<file path="src/shared/pcrs_regs.svh">
/*
 * Addresses, bit positions, reset values and cycle counts for the
 * peripheral clock rate select block.
 * Assumes an 8-bit special-function register bus with 8-bit addresses.
 */
`ifndef PCRS_REGS_SVH
`define PCRS_REGS_SVH

// special-function addresses
`define PCRS_PERIPH_SEL_ADDR 8'h8F
`define PCRS_SERIAL_SEL_ADDR 8'h9F

// reset values
`define PCRS_PERIPH_SEL_RST 8'h00
`define PCRS_SERIAL_SEL_RST 8'h00

// peripheral_clock_select fields
`define PCRS_BIT_CAN 7
`define PCRS_BIT_WDOG 6
`define PCRS_BIT_CNTARR 5
`define PCRS_BIT_UART 4
`define PCRS_BIT_T2 3
`define PCRS_BIT_T1 2
`define PCRS_BIT_T0 1
`define PCRS_BIT_DOUBLE 0

// serial_port_clock_select fields
`define PCRS_BIT_SPI 0
`define PCRS_SERIAL_MASK 8'h01

// oscillator periods per cycle, and phase counter end points
`define PCRS_SLOW_CLKS 12
`define PCRS_FAST_CLKS 6
`define PCRS_PH_W 4
`define PCRS_PH_LAST 4'hB
`define PCRS_PH_HALF 4'h5

// uart modes that follow the rate select
`define PCRS_UART_MODE0 2'h0
`define PCRS_UART_MODE2 2'h2

// lane count and gap figures seen by the checks
`define PCRS_LANES 9
`define PCRS_GAP_FAST 4'h5
`define PCRS_GAP_SLOW 4'hB
`define PCRS_GAP_MAX 4'hF

`endif

</file>
<file path="src/shared/pcrs_pkg.sv">
/*
 * Types shared by the clock rate select files.
 * Assumes pcrs_regs.svh supplies the numeric constants.
 */
package pcrs_pkg;
    typedef logic [7:0] pcrs_byte_t;
    typedef logic [1:0] pcrs_uart_mode_t;
    typedef logic [8:0] pcrs_lanes_t;

    // strobe lane numbering
    typedef enum logic [3:0] {
        PCRS_LANE_CPU = 4'h0,
        PCRS_LANE_T0 = 4'h1,
        PCRS_LANE_T1 = 4'h2,
        PCRS_LANE_T2 = 4'h3,
        PCRS_LANE_UART = 4'h4,
        PCRS_LANE_CNTARR = 4'h5,
        PCRS_LANE_WDOG = 4'h6,
        PCRS_LANE_CAN = 4'h7,
        PCRS_LANE_SPI = 4'h8
    } pcrs_lane_t;
endpackage

</file>
<file path="src/logic/pcrs_top.sv">
/*
 * Clock rate select: two select registers on the special-function bus,
 * the divide-by-two core clock enable, glitch-free double-speed switch,
 * and per-peripheral cycle strobes.
 * Assumes clk is the oscillator input and the bus runs on that clock.
 */
`timescale 1ns/1ps
`include "pcrs_regs.svh"

// Operation
// RL1: peripheral_clock_select at 8Fh holds can, watchdog, counter array, uart, timer 2/1/0 and cpu_double_speed bits.
// RL2: serial_port_clock_select at 9Fh holds spi_rate_sel in bit 0 with bits 7-1 reserved.
// RL3: a select bit cleared gives 6 oscillator periods per peripheral cycle and set gives 12.
// RL4: the uart select bit acts only in uart modes 0 and 2.
// RL5: select bits take effect only while cpu_double_speed is set, else peripherals run at standard rate.
// RL6: reserved bits of serial_port_clock_select read back as zero here.
// RL7: software keeps the reserved bits of serial_port_clock_select at zero.
// RL8: both select registers reset to zero, so the cpu starts in standard mode.
// RL9: cpu_double_speed cleared gives 12 oscillator clocks per machine cycle and set gives 6.
// RL10: standard mode divides the oscillator by two for the core, double speed bypasses it.
// RL11: a change of cpu_double_speed is applied only on a rising edge of the divided clock.
// RL12: a lane runs at 12 clocks when double speed is off or its select bit is set, else at 6.
module pcrs_top (
    input wire logic clk,
    input wire logic arst_n,
    input wire pcrs_pkg::pcrs_byte_t sfr_addr,
    input wire logic sfr_wr,
    input wire logic sfr_rd,
    input wire pcrs_pkg::pcrs_byte_t sfr_wdata,
    output pcrs_pkg::pcrs_byte_t sfr_rdata_q,
    input wire pcrs_pkg::pcrs_uart_mode_t uart_mode,
    output logic core_tick_q,
    output logic double_active_q,
    output pcrs_pkg::pcrs_lanes_t tick_q
);
    import pcrs_pkg::*;

    pcrs_byte_t periph_sel_q;
    pcrs_byte_t periph_sel_d;
    pcrs_byte_t serial_sel_q;
    pcrs_byte_t serial_sel_d;
    pcrs_byte_t rdata_d;
    logic hit_periph;
    logic hit_serial;
    logic div_q;
    logic div_rise;
    logic double_d;
    logic core_tick_d;
    logic uart_follows;
    pcrs_lanes_t sel_bits;
    pcrs_lanes_t slow;

    // register decode
    assign hit_periph = (sfr_addr == `PCRS_PERIPH_SEL_ADDR);
    assign hit_serial = (sfr_addr == `PCRS_SERIAL_SEL_ADDR);

    // RL1: select register write
    assign periph_sel_d = (sfr_wr && hit_periph) ? sfr_wdata : periph_sel_q;
    // RL2: only bit 0 is stored
    assign serial_sel_d = (sfr_wr && hit_serial) ? (sfr_wdata & `PCRS_SERIAL_MASK) : serial_sel_q;

    // RL6: reserved bits return zero
    assign rdata_d = !sfr_rd ? sfr_rdata_q :
                     hit_periph ? periph_sel_q :
                     hit_serial ? (serial_sel_q & `PCRS_SERIAL_MASK) : '0;

    // RL11: apply on divided clock rising edge
    assign div_rise = !div_q;
    assign double_d = div_rise ? periph_sel_q[`PCRS_BIT_DOUBLE] : double_active_q;

    // RL10: divider bypassed in double speed
    assign core_tick_d = double_d ? 1'b1 : div_rise;

    // RL4: uart select only in modes 0 and 2
    assign uart_follows = (uart_mode == `PCRS_UART_MODE0) || (uart_mode == `PCRS_UART_MODE2);

    assign sel_bits[PCRS_LANE_CPU] = 1'b0;
    assign sel_bits[PCRS_LANE_T0] = periph_sel_q[`PCRS_BIT_T0];
    assign sel_bits[PCRS_LANE_T1] = periph_sel_q[`PCRS_BIT_T1];
    assign sel_bits[PCRS_LANE_T2] = periph_sel_q[`PCRS_BIT_T2];
    assign sel_bits[PCRS_LANE_UART] = periph_sel_q[`PCRS_BIT_UART] || !uart_follows;
    assign sel_bits[PCRS_LANE_CNTARR] = periph_sel_q[`PCRS_BIT_CNTARR];
    assign sel_bits[PCRS_LANE_WDOG] = periph_sel_q[`PCRS_BIT_WDOG];
    assign sel_bits[PCRS_LANE_CAN] = periph_sel_q[`PCRS_BIT_CAN];
    assign sel_bits[PCRS_LANE_SPI] = serial_sel_q[`PCRS_BIT_SPI];

    // RL5: select bits gated by double speed
    // RL12: slow when double off or bit set
    // RL9: cpu lane follows double speed alone
    assign slow = {`PCRS_LANES{!double_active_q}} | sel_bits;

    // RL8: zero after reset
    always_ff @(posedge clk or negedge arst_n) begin
        if (!arst_n) begin
            periph_sel_q <= `PCRS_PERIPH_SEL_RST;
            serial_sel_q <= `PCRS_SERIAL_SEL_RST;
            sfr_rdata_q <= '0;
        end else begin
            periph_sel_q <= periph_sel_d;
            serial_sel_q <= serial_sel_d;
            sfr_rdata_q <= rdata_d;
        end
    end

    always_ff @(posedge clk or negedge arst_n) begin
        if (!arst_n) begin
            div_q <= 1'b0;
            double_active_q <= 1'b0;
            core_tick_q <= 1'b0;
        end else begin
            div_q <= !div_q;
            double_active_q <= double_d;
            core_tick_q <= core_tick_d;
        end
    end

    pcrs_strobe_gen u_strobe (
        .clk(clk),
        .arst_n(arst_n),
        .slow(slow),
        .tick_q(tick_q)
    );

    // cycles since each lane's last strobe, read only by checks
    logic [`PCRS_PH_W-1:0] gap_q [`PCRS_LANES];
    for (genvar g = 0; g < `PCRS_LANES; g++) begin : g_gap
        always_ff @(posedge clk or negedge arst_n) begin
            if (!arst_n) begin
                gap_q[g] <= `PCRS_GAP_MAX;
            end else if (tick_q[g]) begin
                gap_q[g] <= '0;
            end else if (gap_q[g] != `PCRS_GAP_MAX) begin
                gap_q[g] <= gap_q[g] + `PCRS_PH_W'(1);
            end
        end
    end
endmodule

</file>
<file path="src/logic/pcrs_strobe_gen.sv">
/*
 * Phase counter over twelve oscillator periods and one registered
 * cycle strobe per lane, every 6 or 12 periods as each slow bit asks.
 * Assumes slow bits come from logic on the same clock.
 */
`timescale 1ns/1ps
`include "pcrs_regs.svh"

module pcrs_strobe_gen (
    input wire logic clk,
    input wire logic arst_n,
    input wire pcrs_pkg::pcrs_lanes_t slow,
    output pcrs_pkg::pcrs_lanes_t tick_q
);
    import pcrs_pkg::*;

    logic [`PCRS_PH_W-1:0] phase_q;
    logic [`PCRS_PH_W-1:0] phase_d;
    logic at_last;
    logic at_half;
    pcrs_lanes_t tick_d;

    assign at_last = (phase_q == `PCRS_PH_LAST);
    assign at_half = (phase_q == `PCRS_PH_HALF);
    assign phase_d = at_last ? '0 : phase_q + `PCRS_PH_W'(1);

    // RL3: 6 or 12 periods
    assign tick_d = {`PCRS_LANES{at_last}} | ({`PCRS_LANES{at_half}} & ~slow);

    always_ff @(posedge clk or negedge arst_n) begin
        if (!arst_n) begin
            phase_q <= '0;
            tick_q <= '0;
        end else begin
            phase_q <= phase_d;
            tick_q <= tick_d;
        end
    end
endmodule

</file>
<file path="config.mk">
export PLATFORM = sky130hd
export DESIGN_NAME = pcrs_top
export DESIGN_NICKNAME = d
export VERILOG_FILES = /design/src/shared/pcrs_pkg.sv /design/src/logic/pcrs_top.sv /design/src/logic/pcrs_strobe_gen.sv
export VERILOG_INCLUDE_DIRS = /design/src /design/src/shared
export SDC_FILE = /design/constraint.sdc
export NUM_CORES = 1
export LEC_CHECK = 0
export ABC_CLOCK_PERIOD_IN_PS = 2700
export BUFFER_PORTS_ARGS = -buffer_cell sky130_fd_sc_hd__buf_4
export CAP_MARGIN = 20
export CELL_PAD_IN_SITES_DETAIL_PLACEMENT = 2
export CELL_PAD_IN_SITES_GLOBAL_PLACEMENT = 2
export CORE_MARGIN = 4
export CORE_UTILIZATION = 35
export CTS_CLUSTER_DIAMETER = 50
export DETAILED_ROUTE_END_ITERATION = 16
export PLACE_DENSITY_LB_ADDON = 0.1
export SLEW_MARGIN = 20
export SYNTH_ARGS = -nofsm -noshare
export SYNTH_HDL_FRONTEND = slang
export SYNTH_HIERARCHICAL = 1
export SYNTH_SLANG_ARGS = --single-unit
</file>
<file path="constraint.sdc">
create_clock -name clk -period 2.7 [get_ports clk]
set_clock_uncertainty 0.05 [all_clocks]
set_input_delay 0.135 -clock clk [delete_from_list [all_inputs] [get_ports clk]]
set_output_delay 0.135 -clock clk [all_outputs]
set_load 0.02 [all_outputs]
</file>
=== After elaboration in Yosys (flattened, before gate mapping) ===
Index checks and enable logic that the tools add are counted.
W data, S select, Z words.

* Bits in registers: 33
* Bits of input ports: 22
* Output and inout port bits: 19
* Logic and storage cells: 31

* Add/subtract/negate cells: 1
* Equal/unequal tests: 5
* Multiplexer cells: 5
* Bitwise gates (word level): 4
* Reduce and logical (&&, ||, !) cells: 8

{| class="wikitable"
|+ Operators with widths
! operator !! number
|-
| $or A9 B9 Y9 || 2
|-
| $eq A8 B8 Y1 const B || 2
|-
| $and A9 B9 Y9 || 1
|-
| $not A9 Y9 || 1
|-
| $mux W8 || 1
|-
| $add A4 B1 Y4 const B || 1
|-
| $eq A4 B3 Y1 const B || 1
|-
| $eq A4 B4 Y1 const B || 1
|-
| $mux W4 || 1
|-
| $logic_not A1 Y1 || 3
|-
| $mux W1 || 3
|-
| $eq A2 B2 Y1 const B || 1
|-
| $logic_and A1 B1 Y1 || 2
|-
| $logic_not A2 Y1 || 1
|-
| $logic_or A1 B1 Y1 || 2
|}

=== Depth between registers and ports, before layout ===
Gate-level depths: netlist (run 1).

* Word-level depth: 8
* Mapped depth: 4
* Gate-level depth less buffers: 4

=== Modules after synthesis ===
The synthesis (run 1) kept the hierarchy.

{| class="wikitable"
|+ By module, submodules not included
! module !! times used !! cells an instance !! area an instance (µm²) !! sequential area each (µm²)
|-
| pcrs_top || 1 || 75 || 922.1 || 500.5
|-
| pcrs_strobe_gen || 1 || 35 || 489.2 || 325.3
|}

=== Worst setup path before layout (run 1) ===
OpenSTA, ideal clock, no wires.

* Path type: reg2reg
* From: register double_active_q
* To: register u_strobe.tick_q[4]
* Setup time: 0.083 ns
* Arrival: 1.120 ns
* Data required time: 2.567 ns
* Path slack: 1.447 ns
* Stages on the path, launching flop included: 4
* Buffers on the path: 0
* Path through: dfrtp_1 inv_1 or3_1 o21ai_0

* Word-level cells in the longest chain between the ends: 5

{| class="wikitable"
|+ RTL lines
! element !! line !! text
|-
| start: declaration || pcrs_top.sv:33 || <nowiki>output logic double_active_q,</nowiki>
|-
| start signal: assignment || pcrs_top.sv:112 || <nowiki>double_active_q <= double_d;</nowiki>
|-
| $logic_not A1 Y1 || pcrs_top.sv:90 || <nowiki>assign slow = {`PCRS_LANES{!double_active_q}} | sel_bits;</nowiki>
|-
| $or A9 B9 Y9 || pcrs_top.sv:90 ||
|-
| via slow[4] || pcrs_top.sv:51 || <nowiki>pcrs_lanes_t slow;</nowiki>
|-
| $not A9 Y9 || pcrs_strobe_gen.sv:28 || <nowiki>assign tick_d = {`PCRS_LANES{at_last}} | ({`PCRS_LANES{at_half}} & ~slow);</nowiki>
|-
| $and A9 B9 Y9 || pcrs_strobe_gen.sv:28 ||
|-
| $or A9 B9 Y9 || pcrs_strobe_gen.sv:28 ||
|-
| via u_strobe.tick_d[4] || pcrs_strobe_gen.sv:21 || <nowiki>pcrs_lanes_t tick_d;</nowiki>
|-
| end signal: assignment || pcrs_strobe_gen.sv:36 || <nowiki>tick_q <= tick_d;</nowiki>
|-
| end: declaration || pcrs_strobe_gen.sv:13 || <nowiki>output pcrs_pkg::pcrs_lanes_t tick_q</nowiki>
|}

The timed path passes the listed nets, and every way through them passes these cells.
A chain may end at the register's enable or synchronous reset.

=== Final worst setup path (run 1) ===
Same ends and word-level chain as after synthesis.

==> metrics.txt, run 1 <==
Rows=22; 1st-pass router iterations=3; Final ANT Viol Nets=0; CTS tree=built; unrepaired setup endpoints after global routing=false; max-cap violations=0; kind of end point of the critical path=flop; Tcrit/Tclk final=between 50 and 60%; Post-Syn Nets=around 130; pre-CTS setup slack=around 1.2 ns; average vias per placed instance=4.99; die height=71.5 um; I/O pin count=41; initial drt markers=28; Initial Util=37.4%; clk buf depth=2; Placed Area=approximately 1700 um2; distinct cell type count after synthesis=22; Design Power=1.04 mW; P&R area growth vs syn=32.5%; setup repair bufs after CTS=0; EDFF count, synth=0; crit path from=double_active_q; CP Data Arrival Time=about 1.5 ns; Mapped Avg Cell Area=approximately 13 um2; most common cell in the netlist=dfrtp_1; CTS Sinks=33; Syn Std Cell Area=1410 um2; Leak=around 0.92 nW; fin crit period=~1.4 ns; largest fanout on the critical path=10; CTS resizes=0; worst r2r dst=u_strobe/tick_q[4]; YS warnings=6; Hold Crit Class=primary input to flop; PortBufs=39; Tot GR Track Use=roughly 15%; setup TNS=0 ns; # diodes=0; top cell type by total area after synthesis=dfrtp_1; vias in the first global route=between 1k and 1.5k; share of layout cells above drive strength 1=43.9%; total number of vias=1013; die area=slightly above 5000 um2; initial antenna violation count=0; placer congestion estimate=between 0.6 and 0.7; WL/cell=approximately 17 um; DRT Wirelength=roughly 3400 um; Slew HR=between 70% and 80%; largest net degree at the start of global routing=34; Critical Path Start Type=flop; r2r setup slk=around 1.3 ns; Synth Instances=between 100 and 150; Worst-Margin Slew=~0.43 ns; max-slew violation count=0; H-tree depth=2; Final Instance Area=approximately 1900 um2; first-pass GRT wire length=around 5600 um; detailed-route DRC error count=0; # setup viols final=0; status=complete, no violations; Reg clk slew, reported paths=around 0.070 ns; core area=3770 um2; ys async rst share=between 90% and 100%; ys flop type=dfrtp_1; CTS root buf=clkbuf_8; synth top area cells=dfrtp_1 (59%), mux2_2 (8.0%), o22ai_2 (6.2%); Max IR drop VDD=approximately 0.31 mV; Hold-fix buffers, CTS=1; HPWL Detailed=2450 um; Critical Path RT=2.85 ns; register area share after synthesis=58.5%; CP Capture Point=u_strobe/tick_q[4]; total gr overflow=0; FF-to-FF Start=double_active_q; r2r worst-path depth=3; Inserted Clock Buffers=5; Clk Latency, worst-skew pair=roughly 0.28 ns; most common library cells after synthesis=dfrtp_1 (33), inv_1 (11), o21ai_0 (11); Power Dens Cells=558 nW/um2; Nets=178; Final Hold Viols=0; Yosys top cell area share=between 50% and 60%; post-synthesis sequential element count=33; Final WS setup=~1.3 ns; crit path kind=flop to flop; Die X=~72 um; Fmax achieved=about 0.74 GHz
-- worst max-delay path: stages, from the launching register on --
cell	delay, ns
dfrtp_1	0.54
inv_1	0.15
or3_1	0.36
o21ai_0	0.17
-- cell usage in the layout (no fill, tap or decap) --
master / n
mux2_2: 10
or3_1: 1
bufinv_16: 1
dlygate4sd3_1: 1
ha_1: 2
dfrtp_1: 33
nand3_1: 2
or4_4: 1
nand3b_4: 2
o22ai_2: 7
inv_1: 11
clkbuf_8: 6
o21ai_0: 11
nor2b_4: 1
nand2b_1: 10
nor3b_1: 1
clkbuf_1: 1
nor4_1: 2
and4bb_1: 1
mux2_1: 1
nand4_2: 1
buf_4: 39
mux2i_1: 1
nand2_1: 9
-- report_power, final --
group,switching (mW),total [mW],internal (mW)
combinational,0.0283,0.0597,0.0315
sequential,0.00721,0.509,0.502
clock,0.174,0.475,0.301
-- metal layers --
metal,routed length [um],GRT usage [%],share of wire (%),vias up
li1,-,-,-,462
met1,1290,15.3,39,513
met2,1790,26.3,53,31
met3,213,4.91,6.4,7
met4,58,6.26,1.7,0
met5,0,0,0,-
-- sequential cells by signal, summed over array words and instances, names as in the netlist --
name / cells
div_q: 1
u_strobe/phase_q: 4
serial_sel_q: 1
core_tick_q: 1
periph_sel_q: 8
sfr_rdata_q: 8
u_strobe/tick_q: 9
double_active_q: 1
-- metrics by stage --
step	hold WS, ns	instances	util, %
2_1_floorplan	-0.211	110	-
3_3_place_gp	0.0478	194	46.3
3_5_place_dp	0.0536	194	46.3
4_1_cts	0.00716	203	49.6
5_1_grt	0.0183	203	49.6
6_report	0.0185	203	49.6
-- layout make-up --
class / count / area (um2)
Multi-Input combinational cell: 63 / 524
Clock buffer: 7 / 86.3
Timing Repair Buffer: 40 / 303
Inverter: 11 / 41.3
Tap cell: 48 / 60.1
Clock inverter: 1 / 30.0
Fill cell: 408 / 1900
Sequential cell: 33 / 826
-- worst min-delay path by stage --
| stage | from | to | slack [ns] | cells past startpoint |
|---|---|---|---|---|
| after floorplan | arst_n | core_tick_q | -0.21 | 0 |
| after global placement | arst_n | sfr_rdata_q[4] | 0.05 | 1 |
| after detailed placement | arst_n | periph_sel_q[4] | 0.05 | 1 |
| after CTS | sfr_wdata[5] | periph_sel_q[5] | 0.007 | 2 |
| after global routing | sfr_wdata[5] | periph_sel_q[5] | 0.02 | 2 |
| final | sfr_wdata[5] | periph_sel_q[5] | 0.02 | 2 |
-- kinds of logic (layout without fill, tap and decap cells) --
family          Yosys count  in the layout  share of synthesized area [%]
flops                    33             33                           58.5
buf+inv                  14             59                           4.34
simple gates             31             31                           15.8
mux                      12             12                           9.49
fa+ha+maj                 2              2                           1.77
compound gates           18             18                           10.1
(Power assumes the default switching activity.)
==> run 2, diff against run 1 <==
--- a/config.mk
+++ b/config.mk
@@ -6,13 +6,14 @@
 export SDC_FILE = /design/constraint.sdc
 export NUM_CORES = 1
 export LEC_CHECK = 0
-export ABC_CLOCK_PERIOD_IN_PS = 2700
+export ABC_AREA = 1
+export ABC_CLOCK_PERIOD_IN_PS = 1200
 export BUFFER_PORTS_ARGS = -buffer_cell sky130_fd_sc_hd__buf_4
 export CAP_MARGIN = 20
 export CELL_PAD_IN_SITES_DETAIL_PLACEMENT = 2
 export CELL_PAD_IN_SITES_GLOBAL_PLACEMENT = 2
 export CORE_MARGIN = 4
-export CORE_UTILIZATION = 35
+export CORE_UTILIZATION = 27
 export CTS_CLUSTER_DIAMETER = 50
 export DETAILED_ROUTE_END_ITERATION = 16
 export PLACE_DENSITY_LB_ADDON = 0.1
==> constraint.sdc (replaced) <==
create_clock -name clk -period 1.2 [get_ports clk]
set_clock_uncertainty 0.05 [all_clocks]
set_input_delay 0.06 -clock clk [delete_from_list [all_inputs] [get_ports clk]]
set_output_delay 0.06 -clock clk [all_outputs]
set_load 0.02 [all_outputs]
==> run 2 against run 1 <==
Against the previous run:
- synthesized area rose by 5.9%
- setup slack got worse by 1.3 ns
- clock power rose by 60%
- total power rose by 99%
- largest power group unchanged
- combinational power rose to 3.0 times the previous value
- sequential power rose by 120%
==> metrics.txt, run 2 <==
leading cell type in the layout, fill and taps excluded=nand2_1 (was buf_4); Max IR drop VDD=0.403 mV (was 0.310 mV); kind of end point of the critical path=flop (unchanged); Leak=1.14 nW (was 0.924 nW); CP Data Arrival Time=1.29 ns (was 1.51 ns); cell depth of the worst hold path=3 (was 2); max-cap violations=0 (unchanged); CTS root buf=clkbuf_8 (unchanged); EDFF count, synth=0 (unchanged); fin crit period=1.16 ns (was 1.36 ns); clk buf depth=2 (unchanged); Inserted Clock Buffers=5 (unchanged); max FFs per register=9 (unchanged); Top Metal Used=met4 (unchanged); first-pass GRT wire length=6540 um (was 5620 um); share of layout cells above drive strength 1=37.2% (was 43.9%); core area=5240 um2 (was 3770 um2); hold_sp=sfr_wdata[7] (was sfr_wdata[5]); H-tree depth=2 (unchanged); Final WS setup=0.0360 ns (was 1.34 ns); pre-CTS setup slack=0.0174 ns (was 1.20 ns); average vias per placed instance=4.33 (was 4.99); I/O pin count=41 (unchanged); status=complete, no violations (unchanged); WL/cell=13.5 um (was 16.5 um); total gr overflow=0 (unchanged); Tot GR Track Use=13.1% (was 14.6%); wl on met1=1490 um (was 1290 um); fillcell total=605 (was 408); max-slew violation count=0 (unchanged); total number of vias=1248 (was 1013); initial antenna violation count=0 (unchanged); r2r setup slk=0.04 ns (was 1.34 ns); Rows=26 (was 22); Critical Path RT=1.32 ns (was 2.85 ns); CP bufs+invs=2 (was 1); crit-path leading delay family=flip-flops (unchanged); Worst-Margin Slew=0.411 ns (was 0.427 ns); largest fanout on the critical path=5 (was 10); r2r worst-path depth=5 (was 3); Syn Std Cell Area=1500 um2 (was 1410 um2); Tcrit/Tclk final=97.0% (was 50.4%); detailed-route DRC error count=0 (unchanged); synth top area cells=dfrtp_1 (55%), nand2_1 (13%), inv_1 (7.3%) (was dfrtp_1 (59%), mux2_2 (8.0%), o22ai_2 (6.2%)); CTS tree=built (unchanged); most common library cells after synthesis=nand2_1 (53), dfrtp_1 (33), inv_1 (29) (was dfrtp_1 (33), inv_1 (11), o21ai_0 (11)); placer congestion estimate=0.730 (was 0.685); distinct cell type count after synthesis=19 (was 22); Min Hold Slack=0.00722 ns (was 0.0185 ns); crit path cell chain=ha_2, nand3_2, buf_4, nand2_2, inv_1 (was inv_1, or3_1, o21ai_0); Critical Path Start Type=flop (unchanged); footprint of the multi-input gates=563 um2 (was 524 um2); vias in the first global route=1407 (was 1169); unrepaired setup endpoints after global routing=true (was false); Final Hold Viols=0 (unchanged); # diodes=0 (unchanged); most common cell in the netlist=nand2_1 (was dfrtp_1); ys flop type=dfrtp_1 (unchanged); top flop regs=u_strobe/tick_q x9, periph_sel_q x8, sfr_rdata_q x8 (unchanged); Power Dens Cells=1020 nW/um2 (was 558 nW/um2); Die X=82.4 um (was 71.5 um); worst r2r dst=u_strobe/phase_q[0] (was u_strobe/tick_q[4]); CTS Sinks=33 (unchanged); commonest non-fill, non-tap cells in the layout=nand2_1 (52), buf_4 (42), dfrtp_1 (32), inv_1 (28) (was buf_4 (39), dfrtp_1 (33), inv_1 (11), o21ai_0 (11)); DRT Wirelength=3890 um (was 3350 um); Reg with most FFs=u_strobe/tick_q (unchanged); met2 routed WL=2150 um (was 1790 um); Initial Util=28.5% (was 37.4%); crit path kind=flop to flop (unchanged); Hold Crit Class=primary input to flop (unchanged); post-synthesis sequential element count=33 (unchanged); Post-Syn Nets=189 (was 134); Slew HR=72.6% (was 71.5%); register area share after synthesis=55.2% (was 58.5%); Nets=243 (was 178); die area=6790 um2 (was 5110 um2); ys async rst share=100% (unchanged); Synth Instances=165 (was 110); hold endpoint=periph_sel_q[7] (was periph_sel_q[5]); YS warnings=6 (unchanged); HPWL Detailed=2920 um (was 2450 um); 1st-pass router iterations=4 (was 3); Clk Latency, worst-skew pair=0.28 ns (about the same); slowest CP cell=dfrtp_2 (was dfrtp_1); PortBufs=39 (unchanged); FF-to-FF Start=u_strobe/phase_q[0] (was double_active_q); die height=82.4 um (was 71.5 um); largest net degree at the start of global routing=34 (unchanged); CP max stage delay=0.43 ns (was 0.54 ns); P&R area growth vs syn=37.1% (was 32.5%); # setup viols final=0 (unchanged); register area=827 um2 (was 826 um2); top cell type by total area after synthesis=dfrtp_1 (unchanged); Design Power=2.08 mW (was 1.04 mW); Final Util=39.1% (was 49.6%); Final ANT Viol Nets=0 (unchanged); Reg clk slew, reported paths=0.06 ns (was 0.07 ns); Fmax achieved=0.859 GHz (was 0.736 GHz); met3 wire len=190 um (was 213 um); Mapped Avg Cell Area=9.06 um2 (was 12.8 um2); initial drt markers=19 (was 28); Yosys top cell area share=55.2% (was 58.5%)
## run 2: cell types whose count changed after synthesis, sizes merged, moves of 2 or more
cell and delta:
inv +19, mux2 -11, nand2 +50, nand2b -10
nand3 +5, nand3b -2, nor2 +5, nor4 -2
o21ai +5, o22ai -7, or2 +7
## run 2: cells by family after synthesis
kind of cell	Yosys count	share of synthesized area, %
adders and majority gates	2	1.67
buffers and inverters	33	9.37
AOI/OAI and AO/OA	17	7.87
DFF	33	55.2
and+or+nand+nor	80	25.9
## run 2: worst max path at each step
stage / slack (ns) / startpoint / end / cells after the start
2_1_floorplan: 0.1 / double_active_q / u_strobe/tick_q[1] / 5
3_3_place_gp: 0.06 / u_strobe/phase_q[0] / u_strobe/tick_q[7] / 4
3_5_place_dp: 0.02 / u_strobe/phase_q[0] / u_strobe/tick_q[7] / 4
4_1_cts: 0.01 / u_strobe/phase_q[0] / u_strobe/tick_q[7] / 4
5_1_grt: -0.03 / u_strobe/phase_q[0] / u_strobe/phase_q[0] / 5
6_report: 0.04 / u_strobe/phase_q[0] / u_strobe/phase_q[0] / 5
## run 2: repair_timing
action,in CTS,in global routing
hold buffers,7,0
gates resized for setup,0,8
setup buffers,0,1
hold endpoints to repair,39,0
setup endpoints to repair,0,11
## run 2: layout make-up
type,count,share of cell area (%)
flip-flops and latches,33,40.4
multi-input cells,100,27.5
repair buffers,49,18.8
inverters,30,5.49
well taps,70,4.27
clock buffers,5,3.36
clock inverters,1,0.244
## run 2: stage by stage
step | setup TNS (ns) | cells | area (um2)
2_1_floorplan | 0 | 165 | 1500
3_3_place_gp | 0 | 273 | 1860
3_5_place_dp | 0 | 273 | 1860
4_1_cts | 0 | 286 | 2010
5_1_grt | -0.168 | 288 | 2050
6_report | 0 | 288 | 2050
## run 2: metal layers
layer	track usage (%)	vias to the layer above
met1	14.0	616
met2	24.7	29
met5	0	-
li1	-	597
met4	4.15	0
met3	3.36	6
## run 2: worst reg2reg max path: stages, from the launching register on
cell	delay (ns)
dfrtp_2	0.43
ha_2	0.23
nand3_2	0.11
buf_4	0.17
nand2_2	0.04
inv_1	0.03
## run 2: where the power goes
group          total, mW  internal [mW]  switching, mW
Clock              0.758          0.381          0.377
Sequential          1.14           1.13         0.0143
Combinational      0.180         0.0874         0.0923
Total               2.08           1.60          0.483
==> run 3, diff against run 2 <==
--- a/config.mk
+++ b/config.mk
@@ -6,14 +6,13 @@
 export SDC_FILE = /design/constraint.sdc
 export NUM_CORES = 1
 export LEC_CHECK = 0
-export ABC_AREA = 1
 export ABC_CLOCK_PERIOD_IN_PS = 1200
 export BUFFER_PORTS_ARGS = -buffer_cell sky130_fd_sc_hd__buf_4
 export CAP_MARGIN = 20
 export CELL_PAD_IN_SITES_DETAIL_PLACEMENT = 2
 export CELL_PAD_IN_SITES_GLOBAL_PLACEMENT = 2
 export CORE_MARGIN = 4
-export CORE_UTILIZATION = 27
+export CORE_UTILIZATION = 29
 export CTS_CLUSTER_DIAMETER = 50
 export DETAILED_ROUTE_END_ITERATION = 16
 export PLACE_DENSITY_LB_ADDON = 0.1
==> run 3 against run 2 <==
Against the previous run:
- clock power up 8.7%
- global-route usage shrank 0.84 points
- combinational power down 8%
- hold slack better by 0.0069 ns
- sequential power about the same
- final cell count down 19%
- count of clock-buffer cells in the layout up 2
- die area decreased by 11%
- non-clock buffer count up 3
- largest cell class unchanged
==> metrics.txt, run 3 (synthesis gave the netlist of run 1 again) <==
Leak=0.961 nW (was 1.14 nW); Slew HR=71.8% (was 72.6%); Hold Crit Class=primary input to flop (unchanged); initial antenna violation count=0 (unchanged); P&R area growth vs syn=41.1% (was 37.1%); Final Hold Viols=0 (unchanged); max FFs per register=9 (unchanged); die height=77.8 um (was 82.4 um); Nets=190 (was 243); Reg with most FFs=u_strobe/tick_q (unchanged); Placed Area=1810 um2 (was 1860 um2); setup TNS=0 ns (unchanged); CP Data Arrival Time=1.22 ns (was 1.29 ns); largest net degree at the start of global routing=34 (unchanged); top flop regs=u_strobe/tick_q x9, periph_sel_q x8, sfr_rdata_q x8 (unchanged); PortBufs=39 (unchanged); max-cap violations=0 (unchanged); crit path kind=flop to flop (unchanged); die area=6050 um2 (was 6790 um2); status=complete, no violations (unchanged); Die X=77.8 um (was 82.4 um); kind of end point of the critical path=flop (unchanged); fillcell total=486 (was 605); Inserted Clock Buffers=5 (unchanged); Global Route met1 Usage=12.7% (was 14.0%); DRT Wirelength=3430 um (was 3890 um); Tot GR Track Use=12.2% (was 13.1%); Final ANT Viol Nets=0 (unchanged); # setup viols final=0 (unchanged); first-pass GRT wire length=5670 um (was 6540 um); Sw Pwr=455 uW (was 483 uW); Worst-Margin Slew=0.423 ns (was 0.411 ns); core area=4720 um2 (was 5240 um2); commonest non-fill, non-tap cells in the layout=buf_4 (42), dfrtp_1 (31), inv_1 (11), nand2b_1 (10), mux2_2 (10) (was nand2_1 (52), buf_4 (42), dfrtp_1 (32), inv_1 (28)); slowest CP cell=dfrtp_2 (unchanged); met2 Usage GRT=22.9% (was 24.7%); Critical Path RT=1.31 ns (was 1.32 ns); Fmax achieved=0.903 GHz (was 0.859 GHz); Tcrit/Tclk final=92.3% (was 97.0%); Final Instance Area=1990 um2 (was 2050 um2); average vias per placed instance=4.38 (was 4.33); I/O pin count=41 (unchanged); Critical Path Start Type=flop (unchanged); WL/cell=14.7 um (was 13.5 um); setup repair bufs after CTS=0 (unchanged); part of the power in registers=53.5% (was 54.9%); fin crit period=1.11 ns (was 1.16 ns); largest fanout on the critical path=10 (was 5); placer congestion estimate=0.695 (was 0.730); footprint of the multi-input gates=527 um2 (was 563 um2); leading cell type in the layout, fill and taps excluded=buf_4 (was nand2_1); Clk Latency, worst-skew pair=0.27 ns (was 0.28 ns); initial drt markers=25 (was 19); total number of vias=1020 (was 1248); CTS tree=built (unchanged); switching share of power=21.3% (was 23.2%); register area=828 um2 (was 827 um2); pre-CTS setup slack=-0.0938 ns (was 0.0174 ns); # diodes=0 (unchanged); max-slew violation count=0 (unchanged); clk buf depth=2 (unchanged); Pint=1.68 mW (was 1.60 mW); unrepaired setup endpoints after global routing=false (was true); 1st-pass router iterations=3 (was 4); crit-path leading delay family=flip-flops (unchanged); CTS Sinks=33 (unchanged); vias in the first global route=1184 (was 1407); placed cells=217 (was 273); Reg clk slew, reported paths=0.06 ns (about the same); Power Dens Cells=1070 nW/um2 (was 1020 nW/um2); Max IR drop VDD=0.404 mV (was 0.403 mV); share of layout cells above drive strength 1=44.6% (was 37.2%); Comb power frac=7.8% (was 8.6%); total gr overflow=0 (unchanged); clock power share=38.7% (was 36.4%); Rows=25 (was 26); Initial Util=29.9% (was 28.5%); H-tree depth=2 (unchanged); detailed-route DRC error count=0 (unchanged); crit path cell chain=ha_2, nand3b_4, nor2b_4 (was ha_2, nand3_2, buf_4, nand2_2, inv_1); Non-Filler Instances=233 (was 288); CTS root buf=clkbuf_8 (unchanged); Final WS setup=0.0925 ns (was 0.0360 ns); CP bufs+invs=0 (was 2); HPWL Detailed=2520 um (was 2920 um); CP max stage delay=0.42 ns (was 0.43 ns); met3 GRT Util=4.29% (was 3.36%); GRT busiest layer=met2 (unchanged)
run 3: cell count changes in the layout (fill, tap and decap cells not counted), sizes merged, moves of 5 or more:
| cell | before | now |
|---|---|---|
| inv | 30 | 11 |
| mux2 | 0 | 11 |
| nand2 | 59 | 9 |
| nand2b | 0 | 10 |
| nand3 | 7 | 2 |
| nor2 | 6 | 0 |
| o21ai | 16 | 11 |
| o22ai | 0 | 7 |
| or2 | 7 | 0 |
run 3: layer usage:
layer	part of all wire (%)	wire [um]	vias to the layer above
li1	-	-	485
met4	0.44	15	0
met3	4.6	157	2
met1	38	1300	509
met5	0	0	-
met2	57	1960	24
run 3: final timing paths:
kind	depth (start not counted)	slack, ns	from	endpoint
setup / recovery	3	0.09	u_strobe/phase_q[0]	u_strobe/phase_q[0]
min in group asynchronous	2	0.23	arst_n	u_strobe/phase_q[2]
hold reg to reg	1	0.40	div_q	div_q
max in group asynchronous	2	0.54	arst_n	double_active_q
hold / removal	3	0.01	uart_mode[0]	u_strobe/tick_q[4]
setup reg to reg	3	0.09	u_strobe/phase_q[0]	u_strobe/phase_q[0]
run 3: metrics by stage:
step                hold slack (ns)  power [mW]  utilization (%)
finish                       0.0141        2.13             42.2
floorplan                    -0.286        1.20                -
detailed placement          -0.0128        1.31             38.4
global placement            -0.0195        1.30             38.4
global route                 0.0237        2.25             42.2
CTS                          0.0376        2.17             42.1
run 3: power by group through the flow:
stage | Combinational (mW) | Clock (mW) | Sequential, mW
after global routing | 0.186 | 0.919 | 1.14
after CTS | 0.171 | 0.855 | 1.14
final | 0.166 | 0.824 | 1.14
after global placement | 0.141 | 0 | 1.16
after detailed placement | 0.147 | 0 | 1.16
after floorplan | 0.0424 | 0 | 1.16
run 3: timing repair:
item,in CTS,in global routing
endpoints found under the setup margin,0,12
resized for setup,0,5
hold buffers,9,0
endpoints found under the hold margin,42,0
run 3: cell type report:
class                      instances  area share, %
clock buffer                       7           4.33
inverter                          11           2.07
multi-input combinational         63           26.4
sequential                        33           41.6
tap                               67           4.21
timing repair buffer              52           21.4
run 3: tightest hold or removal path, stage by stage:
cell	delay [ns]
buf_4	0.07
or3_1	0.08
o21ai_1	0.07
